==> src/include/bpt_pkg.sv <==
// constants and types for the buck phase and tracking control block
package bpt_pkg;
  localparam int NUM_CH_DEF = 3;
  localparam int ADDR_W = 8;
  localparam logic [7:0] OFS_CH0 = 8'h00;
  localparam logic [7:0] CH_STRIDE = 8'h04;
  localparam logic [7:0] OFS_SETPOINT = 8'h0c;
  localparam logic [7:0] OFS_CTRL = 8'h10;
  localparam logic [7:0] OFS_STATUS = 8'h14;
  localparam int CH_ILIM_LSB = 0;
  localparam int CH_PHASE_LSB = 2;
  localparam int CH_EN_BIT = 8;
  localparam int SP_R1_RUN_LSB = 0;
  localparam int SP_R1_STBY_LSB = 8;
  localparam int SP_R2_RUN_LSB = 16;
  localparam int SP_R2_STBY_LSB = 24;
  localparam int CTRL_TRK_BIT = 0;
  localparam int CTRL_STBY_BIT = 1;
  localparam int ST_STATE_LSB = 0;
  localparam int ST_TRKSEL_BIT = 2;
  localparam int ST_DVS_BIT = 3;
  localparam int ST_HIZ_BIT = 4;
  localparam int ST_PD_LSB = 5;
  localparam int ST_CFG_LSB = 8;
  localparam int ST_CFGRSV_BIT = 10;
  localparam int ST_LOWR1_BIT = 11;
  localparam int ST_EN_LSB = 12;
  localparam int ST_DONE_BIT = 15;
  localparam logic [1:0] ILIM_RESET = 2'h0;
  localparam logic [2:0] PHASE_RESET = 3'h7;
  localparam logic [2:0] PHASE_ZERO_CODE = 3'h7;
  localparam logic [8:0] PHASE_STEP_DEG = 9'h02d;
  localparam logic [7:0] SP_R1_RESET = 8'h40;
  localparam logic [7:0] SP_R2_RESET = 8'h20;
  localparam logic [7:0] SP_R1_MIN = 8'h40;
  localparam logic [12:0] ILIM_MA_0 = 13'h0834;
  localparam logic [12:0] ILIM_MA_1 = 13'h0a28;
  localparam logic [12:0] ILIM_MA_2 = 13'h0bb8;
  localparam logic [12:0] ILIM_MA_3 = 13'h1194;
  localparam logic [10:0] IND_NH_0 = 11'h3e8;
  localparam logic [10:0] IND_NH_1 = 11'h1d6;
  localparam logic [10:0] IND_NH_2 = 11'h5dc;
  localparam logic [1:0] IND_RSVD = 2'h3;
  localparam logic [1:0] CFG_SINGLE = 2'h0;
  localparam logic [1:0] CFG_DUAL = 2'h1;
  localparam logic [1:0] CFG_RSVD = 2'h2;
  localparam logic [1:0] CFG_TRIPLE = 2'h3;
  typedef enum logic [1:0] {TRK_IDLE, TRK_RAMP, TRK_TRACK, TRK_FOLLOW} bpt_trk_state_type;
endpackage

==> src/logic/bpt_pin_sync.sv <==
// three-stage synchroniser for a level from outside the clock domain
`timescale 1ns/1ps
`default_nettype none
module bpt_pin_sync (
  input wire logic core_clk,
  input wire logic rst,
  input wire logic pinIn,
  output logic syncOut
);
  logic [2:0] stage;
  logic next_syncOut;
  // the output moves only once the second and third stages agree
  always_comb begin
    next_syncOut = syncOut;
    if (stage[1] == stage[2]) begin
      next_syncOut = stage[2];
    end
  end
  always_ff @(posedge core_clk or posedge rst) begin
    if (rst) begin
      stage <= 3'h0;
      syncOut <= 1'b0;
    end else begin
      stage <= {stage[1:0], pinIn};
      syncOut <= next_syncOut;
    end
  end
endmodule
`default_nettype wire

==> src/logic/bpt_chan_decode.sv <==
// per-channel decode of current limit, phase shift and inductor fields
`timescale 1ns/1ps
`default_nettype none
module bpt_chan_decode
  import bpt_pkg::*;
(
  input wire logic core_clk,
  input wire logic rst,
  input wire logic [1:0] ilimSel,
  input wire logic [2:0] phaseSel,
  input wire logic [1:0] inductorSel,
  output logic [12:0] limitMa,
  output logic [8:0] phaseDeg,
  output logic [10:0] inductorNh,
  output logic inductorReserved
);
  logic [12:0] next_limitMa;
  logic [8:0] next_phaseDeg;
  logic [10:0] next_inductorNh;
  always_comb begin
    case (ilimSel)
      2'h0: next_limitMa = ILIM_MA_0;
      2'h1: next_limitMa = ILIM_MA_1;
      2'h2: next_limitMa = ILIM_MA_2;
      default: next_limitMa = ILIM_MA_3;
    endcase
    // code n stands for (n+1) steps, the all-ones code for none
    if (phaseSel == PHASE_ZERO_CODE) begin
      next_phaseDeg = 9'h000;
    end else begin
      next_phaseDeg = 9'(PHASE_STEP_DEG * ({6'h00, phaseSel} + 9'h001));
    end
    case (inductorSel)
      2'h0: next_inductorNh = IND_NH_0;
      2'h1: next_inductorNh = IND_NH_1;
      2'h2: next_inductorNh = IND_NH_2;
      default: next_inductorNh = 11'h000;
    endcase
  end
  always_ff @(posedge core_clk or posedge rst) begin
    if (rst) begin
      limitMa <= ILIM_MA_0;
      phaseDeg <= 9'h000;
      inductorNh <= IND_NH_0;
      inductorReserved <= 1'b0;
    end else begin
      limitMa <= next_limitMa;
      phaseDeg <= next_phaseDeg;
      inductorNh <= next_inductorNh;
      inductorReserved <= (inductorSel == IND_RSVD);
    end
  end
endmodule
`default_nettype wire

==> src/logic/bpt_buck_ctrl.sv <==
// register file, phase combining and rail-two tracking sequencer
`timescale 1ns/1ps
`default_nettype none
module bpt_buck_ctrl #(
  parameter int NUM_CH = bpt_pkg::NUM_CH_DEF
) (
  input wire logic core_clk,
  input wire logic rst,
  input wire logic psel,
  input wire logic penable,
  input wire logic pwrite,
  input wire logic [bpt_pkg::ADDR_W-1:0] paddr,
  input wire logic [31:0] pwdata,
  output logic [31:0] prdata,
  output logic pready,
  output logic pslverr,
  input wire logic systemOn,
  input wire logic [NUM_CH-1:0] seqEnable,
  input wire logic [2*NUM_CH-1:0] channelInductorSelOtp,
  input wire logic trackingDisableDischargeOtp,
  input wire logic [7:0] railTwoOtpSetpoint,
  input wire logic [1:0] phaseCombineConfigOtp,
  input wire logic railTwoRampDone,
  output logic [13*NUM_CH-1:0] limitMa,
  output logic [9*NUM_CH-1:0] phaseDeg,
  output logic [11*NUM_CH-1:0] inductorNh,
  output logic [NUM_CH-1:0] inductorReserved,
  output logic [NUM_CH-1:0] railEnable,
  output logic railTwoTrackSel,
  output logic railTwoDvsEnable,
  output logic [7:0] railTwoTarget,
  output logic [NUM_CH-1:0] railPulldown,
  output logic railTwoHighZ
);
  import bpt_pkg::*;

  // combining and tracking are wired for exactly three channels
  if (NUM_CH != 3) begin : g_chk
    $error("bpt_buck_ctrl supports only three channels");
  end

  logic [2*NUM_CH-1:0] ilim, next_ilim;
  logic [3*NUM_CH-1:0] phase, next_phase;
  logic [NUM_CH-1:0] chEn, next_chEn;
  logic [31:0] setpoint, next_setpoint;
  logic trkEn, next_trkEn, stbySel, next_stbySel;
  logic [31:0] next_prdata;
  logic next_pslverr;
  logic wrEn, rdSetup, mapped;
  logic [31:0] statusWord;
  logic rampDone;

  assign pready = 1'b1;
  assign wrEn = psel && penable && pwrite;
  assign rdSetup = psel && !penable;
  assign mapped = (paddr[1:0] == 2'h0) && (paddr <= OFS_STATUS);

  bpt_pin_sync u_done_sync (
    .core_clk(core_clk),
    .rst(rst),
    .pinIn(railTwoRampDone),
    .syncOut(rampDone)
  );

  always_comb begin
    next_ilim = ilim;
    next_phase = phase;
    next_chEn = chEn;
    next_setpoint = setpoint;
    next_trkEn = trkEn;
    next_stbySel = stbySel;
    next_prdata = prdata;
    next_pslverr = 1'b0;
    for (int i = 0; i < NUM_CH; i++) begin
      if (wrEn && paddr == OFS_CH0 + 8'(i * 4)) begin
        next_ilim[2*i+:2] = pwdata[CH_ILIM_LSB+:2];
        next_chEn[i] = pwdata[CH_EN_BIT];
        // phase is frozen outside the On state
        if (systemOn) begin
          next_phase[3*i+:3] = pwdata[CH_PHASE_LSB+:3];
        end
      end
      // a sequencer slot wins over a bus clear in the same cycle
      if (seqEnable[i]) begin
        next_chEn[i] = 1'b1;
      end
    end
    if (wrEn && paddr == OFS_SETPOINT) begin
      next_setpoint = pwdata;
    end
    if (wrEn && paddr == OFS_CTRL) begin
      next_trkEn = pwdata[CTRL_TRK_BIT];
      next_stbySel = pwdata[CTRL_STBY_BIT];
    end
    if (rdSetup) begin
      next_pslverr = !mapped;
      next_prdata = 32'h0000_0000;
      for (int i = 0; i < NUM_CH; i++) begin
        if (paddr == OFS_CH0 + 8'(i * 4)) begin
          next_prdata[CH_ILIM_LSB+:2] = ilim[2*i+:2];
          next_prdata[CH_PHASE_LSB+:3] = phase[3*i+:3];
          next_prdata[CH_EN_BIT] = chEn[i];
        end
      end
      case (paddr)
        OFS_SETPOINT: next_prdata = setpoint;
        OFS_CTRL: next_prdata = {30'h0, stbySel, trkEn};
        OFS_STATUS: next_prdata = statusWord;
        default: ;
      endcase
    end
  end

  always_ff @(posedge core_clk or posedge rst) begin
    if (rst) begin
      ilim <= {NUM_CH{ILIM_RESET}};
      phase <= {NUM_CH{PHASE_RESET}};
      chEn <= '0;
      setpoint <= {SP_R2_RESET, SP_R2_RESET, SP_R1_RESET, SP_R1_RESET};
      trkEn <= 1'b0;
      stbySel <= 1'b0;
      prdata <= 32'h0000_0000;
      pslverr <= 1'b0;
    end else begin
      ilim <= next_ilim;
      phase <= next_phase;
      chEn <= next_chEn;
      setpoint <= next_setpoint;
      trkEn <= next_trkEn;
      stbySel <= next_stbySel;
      prdata <= next_prdata;
      pslverr <= next_pslverr;
    end
  end

  // phase combining: followers take channel one's fields and enable
  logic [1:0] cfg;
  logic [NUM_CH-1:0] follower;
  logic [2*NUM_CH-1:0] effIlim;
  logic [3*NUM_CH-1:0] effPhase;
  assign cfg = phaseCombineConfigOtp;
  for (genvar i = 0; i < NUM_CH; i++) begin : g_ch
    if (i == 0) begin : g_lead
      assign follower[i] = 1'b0;
    end else if (i == 1) begin : g_second
      assign follower[i] = (cfg == CFG_DUAL) || (cfg == CFG_TRIPLE);
    end else begin : g_third
      assign follower[i] = (cfg == CFG_TRIPLE);
    end
    assign effIlim[2*i+:2] = follower[i] ? ilim[1:0] : ilim[2*i+:2];
    assign effPhase[3*i+:3] = follower[i] ? phase[2:0] : phase[3*i+:3];
    assign railEnable[i] = follower[i] ? chEn[0] : chEn[i];
    bpt_chan_decode u_dec (
      .core_clk(core_clk),
      .rst(rst),
      .ilimSel(effIlim[2*i+:2]),
      .phaseSel(effPhase[3*i+:3]),
      .inductorSel(channelInductorSelOtp[2*i+:2]),
      .limitMa(limitMa[13*i+:13]),
      .phaseDeg(phaseDeg[9*i+:9]),
      .inductorNh(inductorNh[11*i+:11]),
      .inductorReserved(inductorReserved[i])
    );
  end

  // tracking sequencer for rail two; reserved or combined configs disable it
  bpt_trk_state_type trkState, next_trkState;
  logic trkActive, en1, en2, prevEn1, prevEn2, firstUp, next_firstUp;
  logic next_trkSel, next_dvs, next_hiz;
  logic [7:0] next_target;
  logic [NUM_CH-1:0] next_pd;
  assign trkActive = trkEn && (cfg == CFG_SINGLE);
  assign en1 = railEnable[0];
  assign en2 = railEnable[1];

  always_comb begin
    next_trkState = trkState;
    next_firstUp = firstUp;
    case (trkState)
      TRK_IDLE: begin
        if (trkActive && en2 && !prevEn2) begin
          // a shared slot, or rail one still off, tracks from the start
          if (!en1 || !prevEn1) begin
            next_trkState = TRK_TRACK;
          end else begin
            next_trkState = TRK_RAMP;
          end
        end
      end
      TRK_RAMP: begin
        if (!en2) begin
          next_trkState = TRK_IDLE;
        end else if (!en1) begin
          next_trkState = TRK_FOLLOW;
        end else if (rampDone) begin
          next_trkState = TRK_TRACK;
        end
      end
      TRK_TRACK: begin
        if (!en2) begin
          next_trkState = TRK_IDLE;
        end else if (!en1) begin
          next_trkState = TRK_FOLLOW;
        end
      end
      TRK_FOLLOW: begin
        if (!en2) begin
          next_trkState = TRK_IDLE;
        end else if (en1) begin
          next_trkState = TRK_TRACK;
        end
      end
      default: next_trkState = TRK_IDLE;
    endcase
    if (!trkActive) begin
      next_trkState = TRK_IDLE;
    end
    // the OTP aim must hold for the whole first ramp, not only its first cycle
    if (next_trkState == TRK_TRACK || (trkState == TRK_RAMP && next_trkState != TRK_RAMP)) begin
      next_firstUp = 1'b0;
    end
    next_trkSel = (next_trkState == TRK_TRACK) || (next_trkState == TRK_FOLLOW);
    next_dvs = !trkActive;
    next_target = stbySel ? setpoint[SP_R2_STBY_LSB+:8] : setpoint[SP_R2_RUN_LSB+:8];
    // first ramp after power-up aims at the OTP level unless rail two has already tracked; later ones at run or standby
    if (next_trkState == TRK_RAMP && firstUp) begin
      next_target = railTwoOtpSetpoint;
    end
    next_pd = '0;
    next_hiz = 1'b0;
    if (next_trkState == TRK_FOLLOW) begin
      next_pd[1:0] = 2'h3;
    end
    if (trkActive && !en2 && en1) begin
      next_pd[1] = trackingDisableDischargeOtp;
      next_hiz = !trackingDisableDischargeOtp;
    end
  end

  always_ff @(posedge core_clk or posedge rst) begin
    if (rst) begin
      trkState <= TRK_IDLE;
      firstUp <= 1'b1;
      prevEn1 <= 1'b0;
      prevEn2 <= 1'b0;
      railTwoTrackSel <= 1'b0;
      railTwoDvsEnable <= 1'b1;
      railTwoTarget <= SP_R2_RESET;
      railPulldown <= '0;
      railTwoHighZ <= 1'b0;
    end else begin
      trkState <= next_trkState;
      firstUp <= next_firstUp;
      prevEn1 <= en1;
      prevEn2 <= en2;
      railTwoTrackSel <= next_trkSel;
      railTwoDvsEnable <= next_dvs;
      railTwoTarget <= next_target;
      railPulldown <= next_pd;
      railTwoHighZ <= next_hiz;
    end
  end

  // rail one below 800 mV while tracking is only flagged; hardware cannot refuse it
  always_comb begin
    statusWord = 32'h0000_0000;
    statusWord[ST_STATE_LSB+:2] = trkState;
    statusWord[ST_TRKSEL_BIT] = railTwoTrackSel;
    statusWord[ST_DVS_BIT] = railTwoDvsEnable;
    statusWord[ST_HIZ_BIT] = railTwoHighZ;
    statusWord[ST_PD_LSB+:3] = railPulldown[2:0];
    statusWord[ST_CFG_LSB+:2] = cfg;
    statusWord[ST_CFGRSV_BIT] = (cfg == CFG_RSVD);
    statusWord[ST_LOWR1_BIT] = trkEn && (setpoint[SP_R1_RUN_LSB+:8] < SP_R1_MIN);
    statusWord[ST_EN_LSB+:3] = railEnable[2:0];
    statusWord[ST_DONE_BIT] = rampDone;
  end
endmodule
`default_nettype wire

==> config.mk <==
export PLATFORM = sky130hd
export DESIGN_NAME = bpt_buck_ctrl
export DESIGN_NICKNAME = d
export VERILOG_FILES = /design/src/include/bpt_pkg.sv /design/src/logic/bpt_pin_sync.sv /design/src/logic/bpt_chan_decode.sv /design/src/logic/bpt_buck_ctrl.sv
export SDC_FILE = /design/constraint.sdc
export NUM_CORES = 1
export LEC_CHECK = 0
export BUFFER_PORTS_ARGS = -buffer_cell sky130_fd_sc_hd__buf_4
export CORE_ASPECT_RATIO = 1.75
export CORE_UTILIZATION = 53
export CTS_CLUSTER_SIZE = 10
export DETAILED_ROUTE_END_ITERATION = 10
export GPL_ROUTABILITY_DRIVEN = 1
export GPL_TIMING_DRIVEN = 0
export PLACE_DENSITY = 0.83
export REMOVE_ABC_BUFFERS = 1
export SETUP_SLACK_MARGIN = 0.2
export SLEW_MARGIN = 20
export SYNTH_ARGS = -nofsm -noshare
export SYNTH_HDL_FRONTEND = slang
export SYNTH_SLANG_ARGS = --single-unit
==> constraint.sdc <==
create_clock -name core_clk -period 6.14 [get_ports core_clk]
set_input_delay 0.614 -clock core_clk [delete_from_list [all_inputs] [get_ports core_clk]]
set_output_delay 0.614 -clock core_clk [all_outputs]
set_load 0.01 [all_outputs]
# Word-level counts from Yosys, hierarchy flattened
# Cells that the tools add are included.
# Widths: inputs -> output; s select.
[totals]
reg_bits = 209
wordCells = 169
[op_classes]
n_mux = 45
n_mul = 3
n_lt_le_gt_ge = 2
n_eq_ne = 34
reduce_logical = 45
add_sub_neg = 3
[ops]
columns = ["operator", "count"]
rows = [
  ["$pmux 13 s3", 3],
  ["$pmux 11 s3", 3],
  ["$pmux 32 s3", 1],
  ["$eq 2x2->1 const B", 15],
  ["$mul 6x9->9 const A", 3],
  ["$mux 9", 3],
  ["$mux 2", 13],
  ["$eq 2x1->1 const B", 9],
  ["$logic_not 2->1", 9],
  ["$logic_and 1x1->1", 17],
  ["$eq 8x4->1 const B", 2],
  ["$eq 8x5->1 const B", 2],
  ["$mux 8", 2],
  ["$mux 5", 3],
  ["$mux 1", 14],
  ["$add 3x1->4 const B", 3],
  ["$eq 3x3->1 const B", 3],
  ["$eq 8x3->1 const B", 1],
  ["$le 8x5->1 const B", 1],
  ["$logic_not 1->1", 8],
  ["$logic_not 8->1", 1],
  ["$lt 8x7->1 const B", 1],
  ["$pmux 2 s4", 1],
  ["$mux 3", 2],
  ["5 further kinds", 12],
]

# Depth between registers and ports, before layout
# Gate-level depths: netlist of the first run.
[depth]
depth_word = 11
ltp_mapped = 15
depth_no_buf = 14

# Hierarchy
# Synthesis of the first run repeated with hierarchy kept, for this count alone.
[unflattened]
hier_cells = 694
area_unflattened_um2 = 8538.2
[by_module_without_submodules]
columns = ["module", "seq_area_each_um2", "cells_per_inst", "n_inst", "area_each_um2"]
rows = [
  ["bpt_buck_ctrl", 2597.5, 364, 1, 4654.5],
  ["bpt_chan_decode (g_ch[0].u_dec ...)", 558.0, 108, 2, 1253.7],
  ["bpt_chan_decode (g_ch[1].u_dec)", 558.0, 108, 1, 1261.2],
  ["bpt_pin_sync", 100.1, 6, 1, 115.1],
]

# Least setup slack after synthesis of the first run
# Ideal clock, no wire load.
[synth_path]
path_kind = "input to register"
start = "in phaseCombineConfigOtp[0]"
end = "reg g_ch[1].u_dec.phaseDeg[8]"
path_stages = 14
t_arrival_ns = 3.491
setup_time_ns = 0.126
n_path_buf = 1
slack_ns = 2.523
path_cell_list = "clkbuf_1 and2_1 nor2_1 inv_1 ha_1 ha_1 xor2_1 fa_1 ha_1 o21ai_0 o21bai_1 a21oi_1 xnor2_1 nor2_1"
[synth_via]
elab_chain_cells = 6
[synth_lines]
columns = ["element", "line_no", "text"]
rows = [
  ["from (decl)", "bpt_buck_ctrl.sv:22", "input wire logic [1:0] phaseCombineConfigOtp,"],
  ["$eq 2x1->1 / $eq 2x2->1 (equally long branches)", "bpt_buck_ctrl.sv:146", "assign follower[i] = (cfg == CFG_DUAL) || (cfg == CFG_TRIPLE);"],
  ["$logic_or 1x1->1 (*)", "bpt_buck_ctrl.sv:146", ""],
  ["$mux 3 (*)", "bpt_buck_ctrl.sv:151", "assign effPhase[3*i+:3] = follower[i] ? phase[2:0] : phase[3*i+:3];"],
  ["$add 3x1->4", "bpt_chan_decode.sv:31", "next_phaseDeg = 9'(PHASE_STEP_DEG * ({6'h00, phaseSel} + 9'h001));"],
  ["$mul 6x9->9", "bpt_chan_decode.sv:31", ""],
  ["$mux 9 (*)", "bpt_chan_decode.sv:28", "if (phaseSel == PHASE_ZERO_CODE) begin"],
  ["via g_ch[1].u_dec.next_phaseDeg[8]", "bpt_chan_decode.sv:18", "logic [8:0] next_phaseDeg;"],
  ["to (signal assigned)", "bpt_chan_decode.sv:48", "phaseDeg <= next_phaseDeg;"],
  ["to (decl)", "bpt_chan_decode.sv:13", "output logic [8:0] phaseDeg,"],
]
# Mark *: on every way through the listed nets, which the timed path passes. The rest lies on a longest branch.
# A chain may end at the register's enable or synchronous reset.

# Worst setup path in the final report of the first run
[layout_path]
start = "in phaseCombineConfigOtp[0]"
end = "reg g_ch[2].u_dec.phaseDeg[8]"
[layout_via]
elab_chain_cells = 5
[layout_lines]
columns = ["element", "line_no", "text"]
rows = [
  ["$eq 2x2->1 (*)", "bpt_buck_ctrl.sv:148", "assign follower[i] = (cfg == CFG_TRIPLE);"],
  ["$mux 3 (*)", "bpt_buck_ctrl.sv:151", ""],
  ["$add 3x1->4", "bpt_chan_decode.sv:31", ""],
  ["$mul 6x9->9", "bpt_chan_decode.sv:31", ""],
  ["$mux 9 (*)", "bpt_chan_decode.sv:28", ""],
  ["via g_ch[2].u_dec.next_phaseDeg[8]", "bpt_chan_decode.sv:18", ""],
  ["to (signal assigned)", "bpt_chan_decode.sv:48", ""],
  ["to (decl)", "bpt_chan_decode.sv:13", ""],
]
# Marks and branches as above.

==> metrics, run 1 <==
Initial Utilization=between 50% and 60%; xor/xnor share of the synthesized area=about 1.8%; yosys warns=0; clock latency on the worst-skew pair=420 ps; Syn-to-layout area delta=24.1%; sequential area share after synthesis=~52%; worst min path class=input pin to asynchronous set/reset pin; critical path data arrival time=4150 ps; vias per cell=5.45; Top Layer Used=met4; Final Util=between 60% and 70%; Placer Congestion=a little under 0.8; Die Area=0.0163 sq mm; Compound-Gate Fraction of Synth Area=under 10%; final instance area=0.0104 sq mm; diode count=0; Die Y=168 microns; CP endpoint kind=register; largest net degree at the start of global routing=92; overall power=2.43 mW; PortBufs=around 200; Post-Route M1 WL=6.80 mm; Slew headroom=50.1%; Simple-Gate Fraction of Synth Area=7.37%; Total Wirelength=19.1 mm; Fill cells=between 1000 and 1500; Leakage=approximately 5.4 nW; critical path startpoint=phaseCombineConfigOtp[0]; GRT overflow=0; Area after DPL=0.00979 sq mm; post-synthesis cell type count=54; top-area cell type share of the netlist area=41.6%; Remaining DRCs=0; post-synthesis register bit count=173; met3 routed WL=1.01 mm; Cell Area, Synth=0.00836 sq mm; Post-CTS Setup Inserts=0; I/O pin cnt=220; Setup crit start kind=input pin; antenna-violating nets left=0; commonest non-fill, non-tap cell in the layout=buf_4; cts bufs inserted=17; Final Max Tran Viols=0; core area=0.0154 sq mm; main combinational cell family by area after synthesis=adder cells; most frequent cells in the layout=buf_4 (202), dfrtp_1 (139), mux2_2 (68); Syn Inst Count=672; DR vias=5694; Clock Path Buffers=2; Resize count post-CTS=0; post-synthesis mux area share=11.2%; initial antenna violation count=0; Synth Area in Adders=a little under an eighth; row cnt=60; worst endpoint required time=6450 ps; Pwr per Cell Area=~230 mW/mm^2; measured slew at the worst slew-check pin=746 ps; top post-synthesis cells by area=dfrtp_1 (42%), dfstp_2 (11%), ha_1 (10%); max cap viols=0; status=complete, no violations; RR Startpoint=phase[0]$_DFFE_PP1P_; Hold Slack=286 ps; CTS Sinks=173; Worst Setup Path Type=input pin to register; min cycle time layout=3840 ps; cts hold-fix bufs=0; ys async rst share=100%; Die Width=97.0 microns; clk root buf=clkbuf_16; Post-synth EDFFs=0; met2 wire length=between 10 and 15 mm; drt initial violations=199; Avg Cell Area, Syn=around 12 sq um; layout net count=985; VDD IR-drop max=0.227 mV; global-route wire length before repair=30.6 mm; Clock Pin Slew Worst Setup and Hold Paths=70 ps; RSZ-0062 raised after global routing=false; share of cells above drive strength 1=41.4%; vias in the first global route=5931; final worst-path cycle share=between 60 and 70%; Final setup viols=0; Most used DFF post-synth=dfrtp_1; DR WL/cell=18.3 microns; total global-route track usage=24.0%; FMAX=0.260 GHz; top cell type by total area after synthesis=dfrtp_1; HPWL Detailed=14.2 mm; Final Hold Viols=0; DR pass1 iterations=4; TritonCTS clock tree=done; Crit Path Max Fanout=15; Worst Clk Skew=10.1 ps; H-tree depth=4
[metrics by stage]
| stage | setup slack [ps] | cells | TNS [ps] |
|---|---|---|---|
| 6_report | 2300 | 1044 | 0 |
| 5_1_grt | 1970 | 1044 | 0 |
| 4_1_cts | 2280 | 1044 | 0 |
| 3_5_place_dp | 1890 | 1012 | 0 |
| 3_3_place_gp | -855 | 1009 | -116980 |
| 2_1_floorplan | 894 | 621 | 0 |
[power breakdown]
| part | total, mW | internal (mW) | switching, mW |
|---|---|---|---|
| clock | 1.08 | 0.582 | 0.499 |
| combinational | 0.172 | 0.0780 | 0.0941 |
| sequential | 1.18 | 1.17 | 0.0121 |
[per-layer routing]
| metal | vias to the layer above | global-route usage, % |
|---|---|---|
| met5 | - | 0 |
| met4 | 0 | 9.47 |
| li1 | 2598 | - |
| met2 | 184 | 45.3 |
| met1 | 2876 | 25.7 |
| met3 | 36 | 5.27 |
[state kept, by name, indices dropped and copies added (netlist names), 2 cells and up]
register	cells
chEn	3
g_ch.u_dec.inductorNh	18
g_ch.u_dec.inductorReserved	3
g_ch.u_dec.limitMa	18
g_ch.u_dec.phaseDeg	27
ilim	6
phase	9
prdata	32
railPulldown	2
railTwoTarget	8
setpoint	32
trkState	2
u_done_sync.stage	3
[worst max-delay path, cell delays in order]
cell and delay (ps):
buf_4 220, nand2_1 310, o21ai_0 490, inv_1 220, a21oi_1 370, xor2_1 240
fa_1 450, ha_1 360, o21ai_0 260, o21bai_1 110, a21oi_1 180, nor2_1 50
mux2_2 260
[Yosys cell counts, types with 2 or more instances]
| cell type | number |
|---|---|
| a32oi_1 | 2 |
| nor2_1 | 34 |
| fa_1 | 6 |
| mux2_4 | 2 |
| nand2b_1 | 3 |
| nor2b_1 | 17 |
| a22o_1 | 22 |
| o21bai_1 | 3 |
| buf_4 | 49 |
| xnor2_1 | 9 |
| nand2_1 | 26 |
| a22oi_1 | 9 |
| conb_1 | 2 |
| a21oi_1 | 17 |
| and3_1 | 5 |
| or2_2 | 2 |
| clkbuf_1 | 9 |
| buf_1 | 2 |
| a21o_1 | 8 |
| xor2_1 | 8 |
| nand3_1 | 5 |
| a211oi_1 | 6 |
| inv_1 | 44 |
| mux2_1 | 4 |
| buf_6 | 5 |
| nor3_1 | 9 |
| dfstp_2 | 34 |
| dfrtp_1 | 139 |
| mux2_2 | 68 |
| ha_1 | 67 |
| o21ai_0 | 25 |
| nor3b_1 | 3 |
| and2_1 | 4 |
| mux4_2 | 4 |
[final timing paths]
path | to | cells after the start | slack (ps)
worst max register to register | g_ch[2].u_dec.phaseDeg[8]$_DFF_PP0_ | 12 | 2310
worst max-delay path | g_ch[2].u_dec.phaseDeg[8]$_DFF_PP0_ | 13 | 2300
worst min register to register | u_done_sync.stage[1]$_DFF_PP0_ | 0 | 350
worst min-delay path | g_ch[1].u_dec.phaseDeg[7]$_DFF_PP0_ | 2 | 290
min in group core_clk | u_done_sync.stage[0]$_DFF_PP0_ | 1 | 310
max in group asynchronous | setpoint[14]$_DFFE_PP1P_ | 3 | 5010
[kinds of logic (layout without fill, tap and decap cells)]
kind of cell,after synthesis,after routing
simple gates,118,118
other cells,2,17
buf+inv,110,281
compound gates,99,99
flops,173,173
xor+xnor,17,17
mux,79,79
fa+ha+maj,74,74
[final cells by class]
class                      count  area (sq um)  area share, %
sequential                   173          4370           42.1
inverter                      44           173           1.66
clock inverter                15           171           1.65
multi-input combinational    404          3420           32.9
clock buffer                  17           425           4.10
timing repair buffer         205          1590           15.3
tap                          186           233           2.24
Note: power is estimated with default switching activity, not from simulation.
==> run 2, diff against run 1 <==
Clock period 6.14 ns to 4 ns, I/O delays scaled along.
==> run 2 against run 1 <==
Against the previous run:
- power grew 54%
- non-clock buffer count did not move
- sequential cell count did not move
- sequential share of layout area is essentially flat
- clock skew fell by 0.74 ps
- utilization about the same
- wire length increased by 0.18%
- design area is essentially flat
- sequential power is 53% higher
- first-iteration DRC count shrank 2.5%
- critical path type is now register to register
- largest cell class unchanged
- highest routed layer unchanged
==> metrics, run 2 (synthesized netlist as in run 1, its figures left out) <==
status=complete, no violations (unchanged); Setup crit start kind=register (was input pin); Final Hold Viols=0 (unchanged); largest net degree at the start of global routing=92 (unchanged); global-route wire length before repair=30.6 mm (unchanged); Final setup viols=0 (unchanged); most frequent cells in the layout=buf_4 (202), dfrtp_1 (139), mux2_2 (68) (unchanged); Crit Path Max Fanout=9 (was 15); Slew headroom=50.1% (about the same); measured slew at the worst slew-check pin=745 ps (was 746 ps); DR WL/cell=18.4 microns (was 18.3 microns); Total Wirelength=19.2 mm (was 19.1 mm); drt initial violations=194 (was 199); Clock Pin Slew Worst Setup and Hold Paths=70 ps (about the same); Leakage=5.39 nW (was 5.38 nW); clk root buf=clkbuf_16 (unchanged); Clock Path Buffers=2 (unchanged); HPWL Detailed=14.2 mm (unchanged); GRT overflow=0 (unchanged); FMAX=0.276 GHz; vias per cell=5.46 (was 5.45); row cnt=60 (unchanged); max cap viols=0 (unchanged); layout net count=985 (unchanged); TritonCTS clock tree=done (unchanged); diode count=0 (unchanged); core area=0.0154 sq mm (unchanged); final setup TNS=0 ps (unchanged); Final WS setup=376 ps (was 2300 ps); initial antenna violation count=0 (unchanged); total global-route track usage=24.0% (unchanged); PortBufs=202 (unchanged); Pwr per Cell Area=359 mW/mm^2 (was 234 mW/mm^2); RSZ-0062 raised after global routing=true (was false); Largest regs=prdata x32, setpoint x32, g_ch.u_dec.phaseDeg x27 (unchanged); Syn-to-layout area delta=24.2% (was 24.1%); final instance area=0.0104 sq mm (about the same); H-tree depth=4 (unchanged); share of cells above drive strength 1=41.6% (was 41.4%); Remaining DRCs=0 (unchanged); CP endpoint kind=register (unchanged); cts bufs inserted=17 (unchanged); Die Area=0.0163 sq mm (unchanged); Worst Setup Path Type=register to register (was input pin to register); Die Y=168 microns (unchanged); Post-CTS Setup Inserts=0 (unchanged); Final Max Tran Viols=0 (unchanged); I/O pin cnt=220 (unchanged); critical path data arrival time=3940 ps (was 4150 ps); clock latency on the worst-skew pair=420 ps (about the same); DR pass1 iterations=4 (unchanged); vias in the first global route=5931 (unchanged); Die Width=97.0 microns (unchanged); overall power=3.73 mW (was 2.43 mW); worst slack at placement=-40.7 ps (was 1890 ps); DR vias=5697 (was 5694); antenna-violating nets left=0 (unchanged); Area after DPL=0.00979 sq mm (unchanged); worst min path class=input pin to asynchronous set/reset pin (unchanged); CTS Sinks=173 (unchanged); Worst Clk Skew=9.39 ps (was 10.1 ps); Initial Utilization=54.3% (unchanged); worst endpoint required time=4310 ps (was 6450 ps); final worst-path cycle share=between 90 and 100%; Placer Congestion=0.771 (unchanged); min cycle time layout=between 3000 and 4000 ps; commonest non-fill, non-tap cell in the layout=buf_4 (unchanged); VDD IR-drop max=0.349 mV (was 0.227 mV)
==> run 2: cell type report <==
type | instances | area, sq um
Fill cell | 1119 | 5000
Sequential cell | 173 | 4370
Multi-Input combinational cell | 404 | 3420
Timing Repair Buffer | 205 | 1590
Clock buffer | 17 | 425
Tap cell | 186 | 233
Inverter | 44 | 173
Clock inverter | 15 | 171
==> run 2: worst paths after layout <==
check | startpoint | end | slack (ps) | cells after the start
worst min-delay path | rst | g_ch[1].u_dec.phaseDeg[7]$_DFF_PP0_ | 70 | 2
worst max register to register | phase[0]$_DFFE_PP1P_ | g_ch[2].u_dec.phaseDeg[8]$_DFF_PP0_ | 380 | 12
max in group asynchronous | rst | setpoint[14]$_DFFE_PP1P_ | 3080 | 3
worst min register to register | u_done_sync.stage[0]$_DFF_PP0_ | u_done_sync.stage[1]$_DFF_PP0_ | 350 | 0
min in group core_clk | railTwoRampDone | u_done_sync.stage[0]$_DFF_PP0_ | 90 | 1
worst max-delay path | phase[0]$_DFFE_PP1P_ | g_ch[2].u_dec.phaseDeg[8]$_DFF_PP0_ | 380 | 12
==> run 2: per-stage QoR <==
| step | std cells | hold WS [ps] | utilization, % |
|---|---|---|---|
| after floorplan | 621 | 331 | - |
| after global placement | 1009 | 335 | 63.0 |
| after detailed placement | 1012 | 336 | 63.6 |
| after CTS | 1044 | 79.9 | 67.5 |
| after global routing | 1044 | 81.4 | 67.5 |
| final | 1044 | 69.9 | 67.5 |
==> run 2: power by group <==
| group | internal [mW] | switching, mW | leakage (nW) | total, mW |
|---|---|---|---|---|
| combinational | 0.120 | 0.145 | 2.91 | 0.264 |
| sequential | 1.79 | 0.0186 | 2.18 | 1.81 |
| clock | 0.893 | 0.769 | 0.294 | 1.66 |
==> run 2: critical path, stage by stage (launching register included) <==
cell	delay [ps]
dfstp_2	670
inv_1	130
o21ai_1	300
ha_1	210
ha_1	290
xor2_1	240
fa_1	450
ha_1	360
o21ai_0	260
o21bai_1	110
a21oi_1	180
nor2_1	50
mux2_2	260
==> run 2: what timing repair did <==
action | 4_1_cts | 5_1_grt
endpoints found under the hold margin | 0 | 0
resized for setup | 1 | 2
pin swaps | 0 | 0
hold buffers | 0 | 0
endpoints found under the setup margin | 1 | 3
==> run 2: metal layers <==
layer	global-route usage, %	routed length [microns]	up-vias
met4	9.47	463	0
li1	-	-	2596
met1	25.7	6810	2877
met5	0	0	-
met2	45.3	10900	188
met3	5.27	1030	36
